==> src/rtl/adc_sel_cfg.svh <==
// Purpose: constants for the converter input selection and sequencing block
// Assumes: 32-bit APB, word-aligned registers, 10 MHz pclk
// Notes: Contract list below
//
// Contract
// - Selection writes go to a CPU-visible buffer
// - Idle: buffer copied to converter every cycle
// - Conversion start freezes applied selection
// - Copying resumes in last conversion cycle
// - Start bit begins conversion next ADC edge
// - Safely written selection affects next conversion
// - Free running: next result uses old channel
// - Reference: supply, internal 1.1V, external pin
// - Halt in noise/idle sleep starts conversion
// - Early wake still raises completion request
// - Converter stays powered unless enable cleared
// - Conversion 13 cycles, first 25 cycles
// - Start bit reads one until completion
`ifndef ADC_SEL_CFG_SVH
`define ADC_SEL_CFG_SVH

// ---------------------------------------------------------------
// Register offsets (byte addresses)
// ---------------------------------------------------------------
`define ADDR_SELECT 12'h000
`define ADDR_CONTROL 12'h004
`define ADDR_STATUS 12'h008
`define ADDR_PRESCALE 12'h00c

// ---------------------------------------------------------------
// Field positions
// ---------------------------------------------------------------
`define SEL_CHAN_LSB 0
`define SEL_CHAN_W 5
`define SEL_REF_LSB 6
`define CTL_ENABLE 7
`define CTL_START 6
`define CTL_AUTO 5
`define CTL_DONE 4
`define CTL_IRQ_EN 3
`define CTL_FREE 2
`define STA_BUSY 0
`define STA_FIRST 1
`define STA_REF_LSB 2
`define STA_CHAN_LSB 4
`define STA_IRQ 9

// ---------------------------------------------------------------
// Reset values and timing
// ---------------------------------------------------------------
`define SELECT_RESET 8'h00
`define PRESCALE_RESET 8'h01
`define NORMAL_CYCLES 5'd13
`define FIRST_CYCLES 5'd25

`endif

==> src/rtl/adc_sel_pkg.sv <==
// Purpose: types for the converter input selection block
// Assumes: nothing beyond the constants header
// Notes: reference encoding follows the select field
package adc_sel_pkg;
  typedef enum logic [1:0] {
    REF_EXTERNAL = 2'b00, // External reference pin
    REF_SUPPLY = 2'b01,   // Analog supply pin
    REF_RESERVED = 2'b10,
    REF_INTERNAL = 2'b11  // Internal 1.1V
  } reference_select_t;
  typedef enum logic [1:0] {
    ST_IDLE = 2'b00,
    ST_ARMED = 2'b01,
    ST_CONVERT = 2'b10
  } conv_state_t;
  typedef enum logic [2:0] {
    SLEEP_NONE = 3'b000,
    SLEEP_IDLE = 3'b001,
    SLEEP_NOISE = 3'b010,
    SLEEP_OTHER = 3'b011
  } sleep_mode_t;
endpackage

==> src/rtl/adc_clock_gen.sv <==
// Purpose: ADC clock enable generator (prescaled tick from pclk)
// Assumes: division ratio from a register, at least 1
// Notes: held in reset while converter is off or on clear request
`timescale 1ns/1ps
`include "adc_sel_cfg.svh"
module adc_clock_gen (
  input wire logic pclk,
  input wire logic presetn,
  input wire logic run,
  input wire logic clear,
  input wire logic [7:0] divide,
  output logic tick
);
  logic [7:0] count_reg;
  logic [7:0] count_next;
  logic tick_next;

  // Tick on wrap; divide of 0 treated as 1
  assign tick_next = run && !clear && (count_reg + 8'h01 >= divide);
  assign count_next = (!run || clear || tick_next) ? 8'h00 : count_reg + 8'h01;

  // Counter and registered tick
  always_ff @(posedge pclk or negedge presetn) begin
    if (!presetn) begin
      count_reg <= 8'h00;
      tick <= 1'b0;
    end else begin
      count_reg <= count_next;
      tick <= tick_next;
    end
  end
endmodule // adc_clock_gen

==> src/rtl/adc_input_select_sync.sv <==
// Purpose: selection buffering, conversion sequencing and noise-canceler start
// Assumes: APB slave, pclk 10 MHz, sleep state from the core as plain inputs
// Notes: conversion datapath itself lives outside; this block times it
`timescale 1ns/1ps
`include "adc_sel_cfg.svh"
module adc_input_select_sync
  import adc_sel_pkg::*;
(
  input wire logic pclk,
  input wire logic presetn,
  input wire logic psel,
  input wire logic penable,
  input wire logic pwrite,
  input wire logic [11:0] paddr,
  input wire logic [31:0] pwdata,
  output logic [31:0] prdata,
  output logic pready,
  output logic pslverr,
  input wire logic trigger_in,
  input wire logic cpu_halted,
  input wire adc_sel_pkg::sleep_mode_t sleep_mode,
  output logic [4:0] channel_select,
  output adc_sel_pkg::reference_select_t reference_select,
  output logic sample_hold,
  output logic conversion_done_pulse,
  output logic converter_powered,
  output logic irq_request
);
  import adc_sel_pkg::*;

  // ---------------------------------------------------------------
  // Declarations
  // ---------------------------------------------------------------
  conv_state_t state_reg, state_next;
  logic [7:0] select_reg;
  logic [7:0] prescale_reg;
  logic converter_enable_reg;
  logic auto_trigger_enable_reg;
  logic conversion_done_flag_reg;
  logic irq_enable_reg;
  logic free_run_reg;
  logic start_req_reg;
  logic first_pending_reg;
  logic first_conv_reg;
  logic [4:0] cycle_reg;
  logic trig_meta_reg, trig_sync_reg, trig_prev_reg;
  logic halt_meta_reg, halt_sync_reg, halt_prev_reg;
  logic [2:0] sleep_meta_reg, sleep_sync_reg;
  logic adc_tick;

  // ---------------------------------------------------------------
  // Bus decode
  // ---------------------------------------------------------------
  wire access = psel && penable;
  wire wr = access && pwrite;
  wire hit_select = (paddr == `ADDR_SELECT);
  wire hit_control = (paddr == `ADDR_CONTROL);
  wire hit_status = (paddr == `ADDR_STATUS);
  wire hit_prescale = (paddr == `ADDR_PRESCALE);
  wire mapped = hit_select || hit_control || hit_status || hit_prescale;
  wire wr_select = wr && hit_select;
  wire wr_control = wr && hit_control;
  wire wr_prescale = wr && hit_prescale;
  wire setup = psel && !penable;

  // ---------------------------------------------------------------
  // Input synchronisers (pins from other domains)
  // ---------------------------------------------------------------
  always_ff @(posedge pclk or negedge presetn) begin
    if (!presetn) begin
      trig_meta_reg <= 1'b0;
      trig_sync_reg <= 1'b0;
      halt_meta_reg <= 1'b0;
      halt_sync_reg <= 1'b0;
      sleep_meta_reg <= 3'b000;
      sleep_sync_reg <= 3'b000;
    end else begin
      trig_meta_reg <= trigger_in;
      trig_sync_reg <= trig_meta_reg;
      halt_meta_reg <= cpu_halted;
      halt_sync_reg <= halt_meta_reg;
      sleep_meta_reg <= sleep_mode;
      sleep_sync_reg <= sleep_meta_reg;
    end
  end

  // Edge history, read only from the second stage
  always_ff @(posedge pclk or negedge presetn) begin
    if (!presetn) begin
      trig_prev_reg <= 1'b0;
      halt_prev_reg <= 1'b0;
    end else begin
      trig_prev_reg <= trig_sync_reg;
      halt_prev_reg <= halt_sync_reg;
    end
  end

  // ---------------------------------------------------------------
  // Start sources
  // ---------------------------------------------------------------
  wire busy = (state_reg != ST_IDLE);
  wire sleep_quiet = (sleep_sync_reg == SLEEP_IDLE) || (sleep_sync_reg == SLEEP_NOISE);
  // Halt edge in a quiet sleep mode starts a conversion
  wire canceler_start = halt_sync_reg && !halt_prev_reg && sleep_quiet;
  // Edge on trigger ignored while busy
  wire trig_edge = trig_sync_reg && !trig_prev_reg;
  wire auto_start = auto_trigger_enable_reg && trig_edge && !busy;
  wire sw_start = wr_control && pwdata[`CTL_START];
  // Free running: a completed conversion restarts at once
  wire last_cycle = (state_reg == ST_CONVERT) && adc_tick && (cycle_reg == 5'd1);
  wire free_restart = last_cycle && free_run_reg && auto_trigger_enable_reg;
  wire new_request = converter_enable_reg && (sw_start || auto_start || canceler_start);

  // Prescaler restarts on auto trigger so trigger-to-start delay is fixed
  adc_clock_gen u_clock_gen (
    .pclk(pclk),
    .presetn(presetn),
    .run(converter_enable_reg),
    .clear(auto_start),
    .divide(prescale_reg),
    .tick(adc_tick)
  );

  // ---------------------------------------------------------------
  // Conversion state machine
  // ---------------------------------------------------------------
  wire [4:0] length = first_pending_reg ? `FIRST_CYCLES : `NORMAL_CYCLES;
  always_comb begin
    state_next = state_reg;
    case (state_reg)
      ST_IDLE: begin
        if (new_request) begin
          state_next = ST_ARMED;
        end
      end
      ST_ARMED: begin
        // Start on the next ADC clock edge after the request
        if (adc_tick) begin
          state_next = ST_CONVERT;
        end
      end
      ST_CONVERT: begin
        if (adc_tick && cycle_reg == 5'd1) begin
          state_next = free_restart ? ST_CONVERT : ST_IDLE;
        end
      end
      default: begin
        state_next = ST_IDLE;
      end
    endcase
    if (!converter_enable_reg) begin
      state_next = ST_IDLE;
    end
  end

  // State, cycle counter and first-conversion bookkeeping
  always_ff @(posedge pclk or negedge presetn) begin
    if (!presetn) begin
      state_reg <= ST_IDLE;
      cycle_reg <= 5'd0;
      first_pending_reg <= 1'b1;
      first_conv_reg <= 1'b0;
    end else begin
      state_reg <= state_next;
      if (!converter_enable_reg) begin
        first_pending_reg <= 1'b1;
      end else if (state_reg == ST_ARMED && adc_tick) begin
        cycle_reg <= length;
        first_conv_reg <= first_pending_reg;
        first_pending_reg <= 1'b0;
      end else if (free_restart) begin
        cycle_reg <= `NORMAL_CYCLES;
        first_conv_reg <= 1'b0;
      end else if (state_reg == ST_CONVERT && adc_tick) begin
        cycle_reg <= cycle_reg - 5'd1;
      end
    end
  end

  // ---------------------------------------------------------------
  // Selection lock
  // ---------------------------------------------------------------
  // Applied copy follows the buffer except during a conversion;
  // the final cycle reopens it so a pending write lands for the next one.
  // In free running the restart locks the value present now, so a write
  // made after the first completion only reaches the conversion after.
  wire in_last = (state_reg == ST_CONVERT) && (cycle_reg == 5'd1);
  wire track = (state_reg != ST_CONVERT) || in_last;
  always_ff @(posedge pclk or negedge presetn) begin
    if (!presetn) begin
      channel_select <= 5'd0;
      reference_select <= REF_EXTERNAL;
    end else if (track && !(state_reg == ST_ARMED && adc_tick)) begin
      channel_select <= select_reg[`SEL_CHAN_LSB +: `SEL_CHAN_W];
      reference_select <= reference_select_t'(select_reg[`SEL_REF_LSB +: 2]);
    end
    // Entering conversion holds the value latched while armed
  end

  // ---------------------------------------------------------------
  // Software registers
  // ---------------------------------------------------------------
  always_ff @(posedge pclk or negedge presetn) begin
    if (!presetn) begin
      select_reg <= `SELECT_RESET;
      prescale_reg <= `PRESCALE_RESET;
    end else begin
      if (wr_select) begin
        select_reg <= pwdata[7:0];
      end
      if (wr_prescale) begin
        prescale_reg <= pwdata[7:0];
      end
    end
  end

  // Control bits; done flag set wins over write-one clear
  wire done_set = last_cycle;
  wire done_clr = wr_control && pwdata[`CTL_DONE];
  always_ff @(posedge pclk or negedge presetn) begin
    if (!presetn) begin
      converter_enable_reg <= 1'b0;
      auto_trigger_enable_reg <= 1'b0;
      irq_enable_reg <= 1'b0;
      free_run_reg <= 1'b0;
      conversion_done_flag_reg <= 1'b0;
    end else begin
      if (wr_control) begin
        converter_enable_reg <= pwdata[`CTL_ENABLE];
        auto_trigger_enable_reg <= pwdata[`CTL_AUTO];
        irq_enable_reg <= pwdata[`CTL_IRQ_EN];
        free_run_reg <= pwdata[`CTL_FREE];
      end
      if (done_set) begin
        conversion_done_flag_reg <= 1'b1;
      end else if (done_clr) begin
        conversion_done_flag_reg <= 1'b0;
      end
    end
  end

  // ---------------------------------------------------------------
  // Outputs
  // ---------------------------------------------------------------
  // Start bit reads busy; done pulse and request independent of wakeups
  always_ff @(posedge pclk or negedge presetn) begin
    if (!presetn) begin
      start_req_reg <= 1'b0;
      sample_hold <= 1'b0;
      conversion_done_pulse <= 1'b0;
      converter_powered <= 1'b0;
      irq_request <= 1'b0;
    end else begin
      start_req_reg <= busy && state_next != ST_IDLE;
      sample_hold <= (state_next == ST_CONVERT);
      conversion_done_pulse <= done_set;
      // Power follows enable only; sleep never switches it off
      converter_powered <= converter_enable_reg;
      irq_request <= irq_enable_reg && (conversion_done_flag_reg || done_set);
    end
  end

  // ---------------------------------------------------------------
  // APB read data and response
  // ---------------------------------------------------------------
  wire [31:0] rd_select = {24'h000000, select_reg};
  wire [31:0] rd_control = {24'h000000, converter_enable_reg, start_req_reg || state_reg == ST_ARMED,
                            auto_trigger_enable_reg, conversion_done_flag_reg, irq_enable_reg,
                            free_run_reg, 2'b00};
  wire [31:0] rd_status = {22'h000000, irq_request, channel_select, reference_select,
                           first_conv_reg, busy};
  wire [31:0] rd_prescale = {24'h000000, prescale_reg};
  wire [31:0] rd_mux = hit_select ? rd_select :
                       hit_control ? rd_control :
                       hit_status ? rd_status :
                       hit_prescale ? rd_prescale : 32'h00000000;

  // Zero-wait-state slave: answer registered during the setup cycle
  always_ff @(posedge pclk or negedge presetn) begin
    if (!presetn) begin
      pready <= 1'b0;
      pslverr <= 1'b0;
      prdata <= 32'h00000000;
    end else begin
      pready <= setup;
      pslverr <= setup && !mapped;
      // Captured at the setup edge so the word stands through the access cycle
      if (setup && !pwrite) begin
        prdata <= rd_mux;
      end
    end
  end
endmodule // adc_input_select_sync

==> config.mk <==
export PLATFORM = sky130hd
export DESIGN_NAME = adc_input_select_sync
export DESIGN_NICKNAME = d
export VERILOG_FILES = /design/src/rtl/adc_sel_pkg.sv /design/src/rtl/adc_clock_gen.sv /design/src/rtl/adc_input_select_sync.sv
export VERILOG_INCLUDE_DIRS = /design/src /design/src/rtl
export SDC_FILE = /design/constraint.sdc
export NUM_CORES = 1
export LEC_CHECK = 0
export BUFFER_PORTS_ARGS = -buffer_cell sky130_fd_sc_hd__buf_2
export CORE_MARGIN = 5
export CORE_UTILIZATION = 56
export DETAILED_ROUTE_END_ITERATION = 10
export GPL_TIMING_DRIVEN = 0
export PLACE_DENSITY_LB_ADDON = 0.1
export SYNTH_ARGS = -nofsm -noshare
export SYNTH_HDL_FRONTEND = slang
export SYNTH_SLANG_ARGS = --single-unit
export TNS_END_PERCENT = 5
==> constraint.sdc <==
create_clock -name pclk -period 5.4 [get_ports pclk]
set_input_delay 1.08 -clock pclk [delete_from_list [all_inputs] [get_ports pclk]]
set_output_delay 1.08 -clock pclk [all_outputs]
set_load 0.005 [all_outputs]
==> results of run 1 <==
==> layout make-up <==
type	count	area share
tap	77	0.0226
multi-input combinational	212	0.362
clock inverter	6	0.0170
timing repair buffer	52	0.0668
clock buffer	10	0.0322
sequential	75	0.440
buffer	32	0.0492
inverter	12	0.0105
==> logic make-up after synthesis <==
group | after synthesis | synth area share
simple gates | 82 | 0.122
flops | 75 | 0.522
compound gates | 54 | 0.102
buf+inv | 44 | 0.0709
mux | 34 | 0.122
fa+ha+maj | 11 | 0.0382
xor+xnor | 9 | 0.0219
other cells | 1 | 0.00104
==> path summary, 6_finish.rpt <==
check                                          from                        to  slack (ns)  cells after the start
min reg2reg                           halt_meta_reg             halt_sync_reg        0.35                      0
max reg2reg                u_clock_gen.count_reg[0]  u_clock_gen.count_reg[0]        3.02                      8
min                                   halt_meta_reg             halt_sync_reg        0.35                      0
min in group asynchronous                   presetn                    pready        0.51                      1
max                                        paddr[1]            irq_enable_reg        3.00                      5
max in group asynchronous                   presetn         first_pending_reg        4.33                      2
==> metal layers <==
metal  share of wire  vias to the layer above  routed length, µm  track usage
li1                -                     1218                  -            -
met1            0.43                     1235               3200        0.259
met2            0.49                       79               3650        0.304
met3           0.060                       12                443       0.0484
met4           0.016                        0                116       0.0794
met5               0                        -                  0            0
==> worst reg2reg max path, stage by stage (launching register included) <==
cell	delay [ns]
dfrtp_1	0.46
ha_1	0.25
nand3_1	0.11
xnor2_1	0.25
ha_1	0.29
a211o_1	0.30
o211ai_1	0.13
o211ai_1	0.24
a211oi_1	0.26
==> report_power, final <==
part	internal [µW]	total [µW]	switching, µW
Combinational	25.6	57.0	31.5
Clock	230	451	222
Sequential	567	569	1.86
Total	822	1080	255
==> per-stage QoR <==
step | power (µW) | util
floorplan | 606 | -
global placement | 633 | 0.638
detailed placement | 637 | 0.643
CTS | 1080 | 0.676
global route | 1120 | 0.676
finish | 1080 | 0.676
==> cells in the final DEF (no fill, tap or decap), drive strengths merged, types with 6 or more instances in the layout <==
master	n
nand2	30
a21oi	9
nor2	11
buf	79
conb	22
mux2	28
clkbuf	15
o21ai	14
dfrtp	73
ha	11
xnor2	6
inv	13
nand3	8
==> flow_summary.toml, run 1 <==
[worst_setup_path]
required_ns = 5.64
critPathMaxStageDelay_ns = 0.45
crit_path_end_kind = "flip-flop"
cp.arrival_ns = 2.64
worst-path-buf-inv = 1
path_class = "input pin to flip-flop"
crit_fanout = 4
crit_chain = "buf_2 -> nor4_1 -> nand3_1 -> nor4_4 -> mux2_2"
cp-start-kind = "input pin"
cp_slowest_cell = "nor4_4"
critPathTopFamily = "simple AND/OR/NAND/NOR gates"

[clocking]
root_buffer = "clkbuf_8"
ctsHoldBuffers = 0
h-tree-depth = 3
clockBufferDepth = 2
cts_tree = "done"
path_clk_slew_ns = 0.08
cts_made_buffers = 9
cts_resized = 0
worstSkewPairLatency_ns = 0.35
clkSinkCount = 75
postCtsSetupBuffers = 0

[logic_synthesis]
synth.avg_cell_area_um2 = 11.6
synth_seq_area_share = 0.522
yosysMostFrequentCell = "dfrtp_1"
ys_ff_latch = 75
yosysWarnings = 0
yosys-top-cells-count = "dfrtp_1, nand2_1, mux2_2"
async_flop_share = 1.00
synth_edf_count = 0
yosysTopAreaCell = "dfrtp_1"
synth_top_area_frac = 0.507
synth-main-ff-cell = "dfrtp_1"
synth_area_um2 = 3600
ys_top_cells_by_area = "dfrtp_1, mux2_2, buf_4"
synth_cell_types = 51
syn_inst = 310

[detailed_routing]
vias_per_cell = 5.34
wl_per_cell_um = 15.6
route.detailed.drc = 0
drt_first_iter_violations = 112
routed-via-count = 2544
wl_mm = 7.41
drtAntennaViolNets = 0
first_pass_iters = 4

[finish]
final_cell_area_um2 = 4270
multi_input_area_um2 = 1540
fill_cells = 492
register_area_um2 = 1880
fin_cells = 476
area_growth_pct = 18.6
diodes = 0
nets = 459
largest-register = "prdata"
drive_above_1_share = 0.343
largest_register_ffs = 10

[timing]
rsz0062_at_grt = "false"
worst_slack_ns = 3.00
hold_ws_ns = 0.353
slew_violations = 0
setup_viol = 0
min_period_ns = 2.40
max_freq_mhz = 417
tns_ns = 0
skew_ns = 0.0122
final-hold-violation-count = 0
fin_crit_sh = 0.445

[worst_hold_path]
hold_class = "flip-flop to flip-flop"

[global_route]
grt_pass1_vias = 2524
grt_pass1_wl_mm = 12.7
grt_max_degree = 74
grtUsageTotal = 0.194
antenna_found_initial = 0
overflow = 0

[placed_design]
place_area_um2 = 4060
port_buffers = 51
placedCellCount = 460
dpl_worst_slack_ns = 2.60
gp_congestion = 0.857
dpl.hpwl_mm = 5.48

[die]
std_cell_rows = 29
chipHeight_um = 90.2
pin_count = 99
die_area_um2 = 8130
start_util = 0.570
die_x_um = 90.2
core_um2 = 6310

[power]
power_density_nw_per_um2 = 252
p_leak_uw = 0.00222
vdd_ir_drop_max_mv = 0.177

[run]
max_cap_violations = 0

[status]
status = "finished, final reports clean"
Power figures use the tool's default switching activity.
==> run 2, diff against run 1 <==
--- a/config.mk
+++ b/config.mk
@@ -6,9 +6,10 @@
 export SDC_FILE = /design/constraint.sdc
 export NUM_CORES = 1
 export LEC_CHECK = 0
+export ABC_AREA = 1
 export BUFFER_PORTS_ARGS = -buffer_cell sky130_fd_sc_hd__buf_2
 export CORE_MARGIN = 5
-export CORE_UTILIZATION = 56
+export CORE_UTILIZATION = 47
 export DETAILED_ROUTE_END_ITERATION = 10
 export GPL_TIMING_DRIVEN = 0
 export PLACE_DENSITY_LB_ADDON = 0.1
==> constraint.sdc (replaced) <==
create_clock -name pclk -period 2 [get_ports pclk]
set_input_delay 0.4 -clock pclk [delete_from_list [all_inputs] [get_ports pclk]]
set_output_delay 0.4 -clock pclk [all_outputs]
set_load 0.005 [all_outputs]
==> flow_summary.toml, run 2 <==
[worst_setup_path]
cp-start-kind = "flip-flop"
rr_startpoint = "u_clock_gen.count_reg[0]"
cp.arrival_ns = 2.31
path_class = "flip-flop to flip-flop"
r2r_slack_ns = -0.08
r2r-end = "u_clock_gen.count_reg[4]"
crit_fanout = 8
startpoint = "u_clock_gen.count_reg[0]"
r2r_cells = 12
crit_path_end_kind = "flip-flop"
required_ns = 2.23

[placed_design]
port_buffers = 52
gp_congestion = 0.876
dpl.hpwl_mm = 6.10
placedCellCount = 582

[detailed_routing]
drt_first_iter_violations = 119
drtAntennaViolNets = 0
route.detailed.drc = 0
first_pass_iters = 4
wl_mm = 8.22
routed-via-count = 2862
wl_per_cell_um = 13.5
vias_per_cell = 4.70

[die]
chipHeight_um = 98.6
die_x_um = 98.6
die_area_um2 = 9720
pin_count = 99
core_um2 = 7690
start_util = 0.480
std_cell_rows = 32

[power]
power_density_nw_per_um2 = 672
finalPower_uw = 3080
vdd_ir_drop_max_mv = 0.467
p_leak_uw = 0.00239

[timing]
final-hold-violation-count = 0
min_period_ns = 2.08
skew_ns = 0.00917
setup_viol = 8
slew_violations = 0
rsz0062_at_grt = "true"
worst_slack_ns = -0.0812
fin_crit_sh = 1.04
max_freq_mhz = 480

[logic_synthesis]
synth-main-ff-cell = "dfrtp_1"
yosysTopAreaCell = "dfrtp_1"
syn_inst = 406
yosysWarnings = 0
ys_ff_latch = 75
synth_seq_area_share = 0.509
synth_top_area_frac = 0.495
yosysMostFrequentCell = "nand2_1"
synth_edf_count = 0
synth_cell_types = 37
synth.avg_cell_area_um2 = 9.09
synth_area_um2 = 3690
ys_top_cells_by_area = "dfrtp_1, nand2_1, inv_1"
yosys-top-cells-count = "nand2_1, dfrtp_1, inv_1"
async_flop_share = 1.00

[global_route]
grt_pass1_vias = 2801
grt_max_degree = 60
grtUsageTotal = 0.173
use_met2 = 0.275
grt_pass1_wl_mm = 13.3
globalRouteMet3Util = 0.0488
grtUsageMet1 = 0.229
overflow = 0
busiest_layer = "met2"
antenna_found_initial = 0

[finish]
fill_cells = 701
final_cell_mix = "nand2_1, dfrtp_1, inv_1, buf_2, buf_4"
final_util = 0.596
final_common_cell = "nand2_1"
nets = 568
diodes = 0
fin_cells = 609
drive_above_1_share = 0.296
largest_register_ffs = 10
largest-register = "prdata"
area_growth_pct = 24.1

[worst_hold_path]
holdPathEnd = "trig_meta_reg"
min_from = "trigger_in"
worstHoldPathCells = 1
hold_class = "input pin to flip-flop"

[status]
violations = "setup timing"
status = "finished, violations left"

[clocking]
cts_tree = "done"
clkSinkCount = 75
h-tree-depth = 3
path_clk_slew_ns = 0.07
cts_made_buffers = 9
clockBufferDepth = 2
root_buffer = "clkbuf_8"
worstSkewPairLatency_ns = 0.34

[run]
max_cap_violations = 0
==> run 2: changes by cell type in the layout (fill, tap and decap cells not counted), sizes merged, moves of 6 or more <==
| cell | delta |
|---|---|
| nand3 | +9 |
| xnor2 | -6 |
| buf | +12 |
| inv | +49 |
| nor2 | +25 |
| o21ai | +23 |
| nand2 | +55 |
| mux2 | -28 |
| xor2 | +7 |
==> run 2: worst max-delay path by stage <==
stage,slack [ns],cells after the start,to
final,-0.08,12,u_clock_gen.count_reg[4]
after global routing,-0.22,12,u_clock_gen.count_reg[4]
after CTS,-0.07,11,u_clock_gen.count_reg[3]
after detailed placement,-0.33,10,u_clock_gen.count_reg[2]
after global placement,-0.25,10,u_clock_gen.count_reg[7]
after floorplan,-0.0005,10,u_clock_gen.count_reg[0]
==> run 2: stage by stage <==
stage / setup TNS (ns) / hold slack (ns) / instance area (µm²) / worst slack (ns)
floorplan: -0.00414 / 0.104 / 3770 / -0.000518
global placement: -1.97 / 0.334 / 4160 / -0.248
detailed placement: -2.51 / 0.285 / 4190 / -0.326
CTS: -0.554 / 0.149 / 4550 / -0.0748
global route: -1.79 / 0.135 / 4580 / -0.223
finish: -0.584 / 0.163 / 4580 / -0.0812
==> run 2: area by class of cell <==
class,instances,area [µm²],share of cell area
plain buffers,27,208,0.0453
clock buffers,10,128,0.0279
multi-input cells,263,1520,0.331
well taps,102,128,0.0279
flip-flops and latches,75,1880,0.410
inverters,62,233,0.0508
clock inverters,5,103,0.0224
repair buffers,65,387,0.0844
==> run 2: timing repair <==
action,4_1_cts,5_1_grt
setup endpoints to repair,9,9
resized for setup,12,5
setup buffers,9,2
hold buffers,1,0
pin swaps,12,7
endpoints found under the hold margin,15,0
==> run 2: cells by family (layout without fill, tap and decap cells) <==
| family | after synthesis | after routing | synth area share |
|---|---|---|---|
| fa+ha+maj | 11 | 11 | 0.0373 |
| other cells | 1 | 22 | 0.00102 |
| compound gates | 67 | 67 | 0.116 |
| buf+inv | 89 | 169 | 0.119 |
| simple gates | 153 | 153 | 0.193 |
| flops | 75 | 75 | 0.509 |
| xor+xnor | 10 | 10 | 0.0237 |
==> run 2: worst max-delay path, stage by stage, from the launching register on <==
cell and delay (ns):
dfrtp_1 0.39, nand3_2 0.09, nand3b_1 0.18, nand3b_1 0.19, xor2_1 0.18, inv_1 0.10, ha_4 0.29, nand2_2 0.06
nor2_2 0.09, nand2_1 0.07, nand4_1 0.12, buf_6 0.16, nor2_2 0.04
==> run 2: report_power, final <==
| group | internal (µW) | switching (µW) | total [µW] |
|---|---|---|---|
| clock network | 820 | 537 | 1360 |
| registers | 1540 | 8.07 | 1550 |
| logic | 78.5 | 97.4 | 176 |
==> run 2: metal layers <==
metal / share of wire / vias to the layer above
met5: 0 / -
li1: - / 1447
met2: 0.47 / 77
met3: 0.067 / 13
met4: 0.016 / 0
met1: 0.45 / 1325
==> run 3, diff against run 2 <==
--- a/config.mk
+++ b/config.mk
@@ -8,10 +8,11 @@
 export LEC_CHECK = 0
 export ABC_AREA = 1
 export BUFFER_PORTS_ARGS = -buffer_cell sky130_fd_sc_hd__buf_2
-export CORE_MARGIN = 5
+export CORE_MARGIN = 2
 export CORE_UTILIZATION = 47
 export DETAILED_ROUTE_END_ITERATION = 10
 export GPL_TIMING_DRIVEN = 0
+export HOLD_SLACK_MARGIN = 0.03
 export PLACE_DENSITY_LB_ADDON = 0.1
 export SYNTH_ARGS = -nofsm -noshare
 export SYNTH_HDL_FRONTEND = slang
==> flow_summary.toml, run 3 (same netlist as run 2, synthesis figures left out) <==
[status]
status = "finished, violations left"
violations = "setup timing"

[finish]
largest-register = "prdata"
final_cell_area_um2 = 4550
final_common_cell = "nand2_1"
final_cell_mix = "nand2_1, dfrtp_1, inv_1, buf_2, buf_4"
area_growth_pct = 23.3
drive_above_1_share = 0.297
nets = 569
diodes = 0
final_util = 0.595
largest_register_ffs = 10
fin_cells = 611
fill_cells = 668

[worst_setup_path]
crit_chain = "nand3_2 -> nand3b_1 -> nand3b_1 -> xor2_1 -> inv_1 -> ha_4 -> nand2_2 -> nor2_4 -> nand2_2 -> nand4_1 -> buf_6 -> nor2_1"
r2r_cells = 12
cp.arrival_ns = 2.36
cp-start-kind = "flip-flop"
crit_fanout = 8
critPathMaxStageDelay_ns = 0.39
path_class = "flip-flop to flip-flop"
required_ns = 2.24
r2r-end = "u_clock_gen.count_reg[2]"
crit_path_end_kind = "flip-flop"
cp_slowest_cell = "dfrtp_1"
rr_startpoint = "u_clock_gen.count_reg[0]"
r2r_slack_ns = -0.12

[die]
die_area_um2 = 8580
die_x_um = 92.6
core_um2 = 7650
std_cell_rows = 32
start_util = 0.482
chipHeight_um = 92.6
pin_count = 99

[placed_design]
placedCellCount = 582
port_buffers = 52
dpl.hpwl_mm = 5.78
gp_congestion = 0.774
place_area_um2 = 4180
dpl_worst_slack_ns = -0.342

[detailed_routing]
route.detailed.drc = 0
vias_per_cell = 4.62
routed-via-count = 2825
drtAntennaViolNets = 0
wl_per_cell_um = 12.7
wl_mm = 7.79
first_pass_iters = 5
drt_first_iter_violations = 138

[worst_hold_path]
worstHoldPathCells = 1
hold_class = "input pin to flip-flop"
holdPathEnd = "sleep_meta_reg[2]"
min_from = "sleep_mode[2]"

[power]
p_sw_uw = 667
clock_power_share = 0.406
vdd_ir_drop_max_mv = 0.394
finalPower_uw = 2890
p_comb_frac = 0.060
switching_share = 0.231
power_density_nw_per_um2 = 636
p_leak_uw = 0.00239
p_int_uw = 2220
sequentialPowerShare = 0.534

[global_route]
globalRouteMet3Util = 0.0415
grt_max_degree = 41
antenna_found_initial = 0
use_met2 = 0.302
busiest_layer = "met2"
grtUsageTotal = 0.194
grt_pass1_wl_mm = 12.8
grtUsageMet1 = 0.264
overflow = 0
grt_pass1_vias = 2687

[run]
max_cap_violations = 0

[clocking]
cts_made_buffers = 9
clkSinkCount = 75
path_clk_slew_ns = 0.08
clockBufferDepth = 2
root_buffer = "clkbuf_8"
h-tree-depth = 3
cts_tree = "done"
worstSkewPairLatency_ns = 0.35

[timing]
fin_crit_sh = 1.06
slew_violations = 0
final-hold-violation-count = 0
max_freq_mhz = 472
worst_slack_ns = -0.118
skew_ns = 0.0163
min_period_ns = 2.12
setup_viol = 9
rsz0062_at_grt = "true"
## run 3: cell count changes in the layout (fill, tap and decap cells not counted), sizes merged
| cell | before | now |
|---|---|---|
| inv | 62 | 63 |
| clkinvlp | 1 | 0 |
| clkinv | 1 | 4 |
| buf | 91 | 92 |
| bufinv | 3 | 1 |
## run 3: repair_timing
item | CTS | global route
resized for setup | 9 | 7
setup buffers | 10 | 2
hold endpoints to repair | 30 | 0
setup endpoints to repair | 9 | 9
hold buffers | 1 | 0
pin swaps | 8 | 5
## run 3: area by class of cell
type,count,area [µm²],area share
inverter,62,233,0.0512
clock inverter,6,62.6,0.0138
tap,102,128,0.0281
multi-input combinational,263,1510,0.333
clock buffer,10,138,0.0303
sequential,75,1880,0.413
timing repair buffer,66,387,0.0850
buffer,27,208,0.0457
## run 3: how the worst max path moves through the flow
stage / slack [ns] / from / end / cells past startpoint
finish: -0.12 / u_clock_gen.count_reg[0] / u_clock_gen.count_reg[2] / 12
CTS: -0.08 / u_clock_gen.count_reg[0] / u_clock_gen.count_reg[3] / 12
global placement: -0.25 / u_clock_gen.count_reg[0] / u_clock_gen.count_reg[7] / 10
global route: -0.31 / u_clock_gen.count_reg[0] / u_clock_gen.count_reg[4] / 12
floorplan: -0.0005 / u_clock_gen.count_reg[0] / u_clock_gen.count_reg[0] / 10
detailed placement: -0.34 / u_clock_gen.count_reg[0] / u_clock_gen.count_reg[5] / 10
## run 3: through the flow
| step | setup TNS (ns) | hold WS, ns |
|---|---|---|
| after floorplan | -0.00414 | 0.104 |
| after global placement | -1.94 | 0.335 |
| after detailed placement | -2.62 | 0.335 |
| after CTS | -0.576 | 0.147 |
| after global routing | -2.62 | 0.140 |
| final | -0.956 | 0.162 |
## run 3: worst max-delay path, delay by kind of cell (launching register included)
kind	cells	cell delay, ns
and+or+nand+nor	8	0.89
DFF	1	0.39
adders and majority gates	1	0.28
buffers and inverters	2	0.25
xor gates and xnor gates	1	0.19
## run 3: power by group through the flow
stage	sequential (µW)	clock [µW]	combinational, µW
floorplan	1580	0	83.8
global placement	1570	0	165
detailed placement	1570	0	172
global route	1550	1270	196
finish	1540	1170	172
CTS	1540	1190	174
## run 3: routing by layer
metal,part of all wire,up-vias
met5,0,-
met4,0.016,0
met3,0.054,9
met2,0.46,77
met1,0.47,1293
li1,-,1446
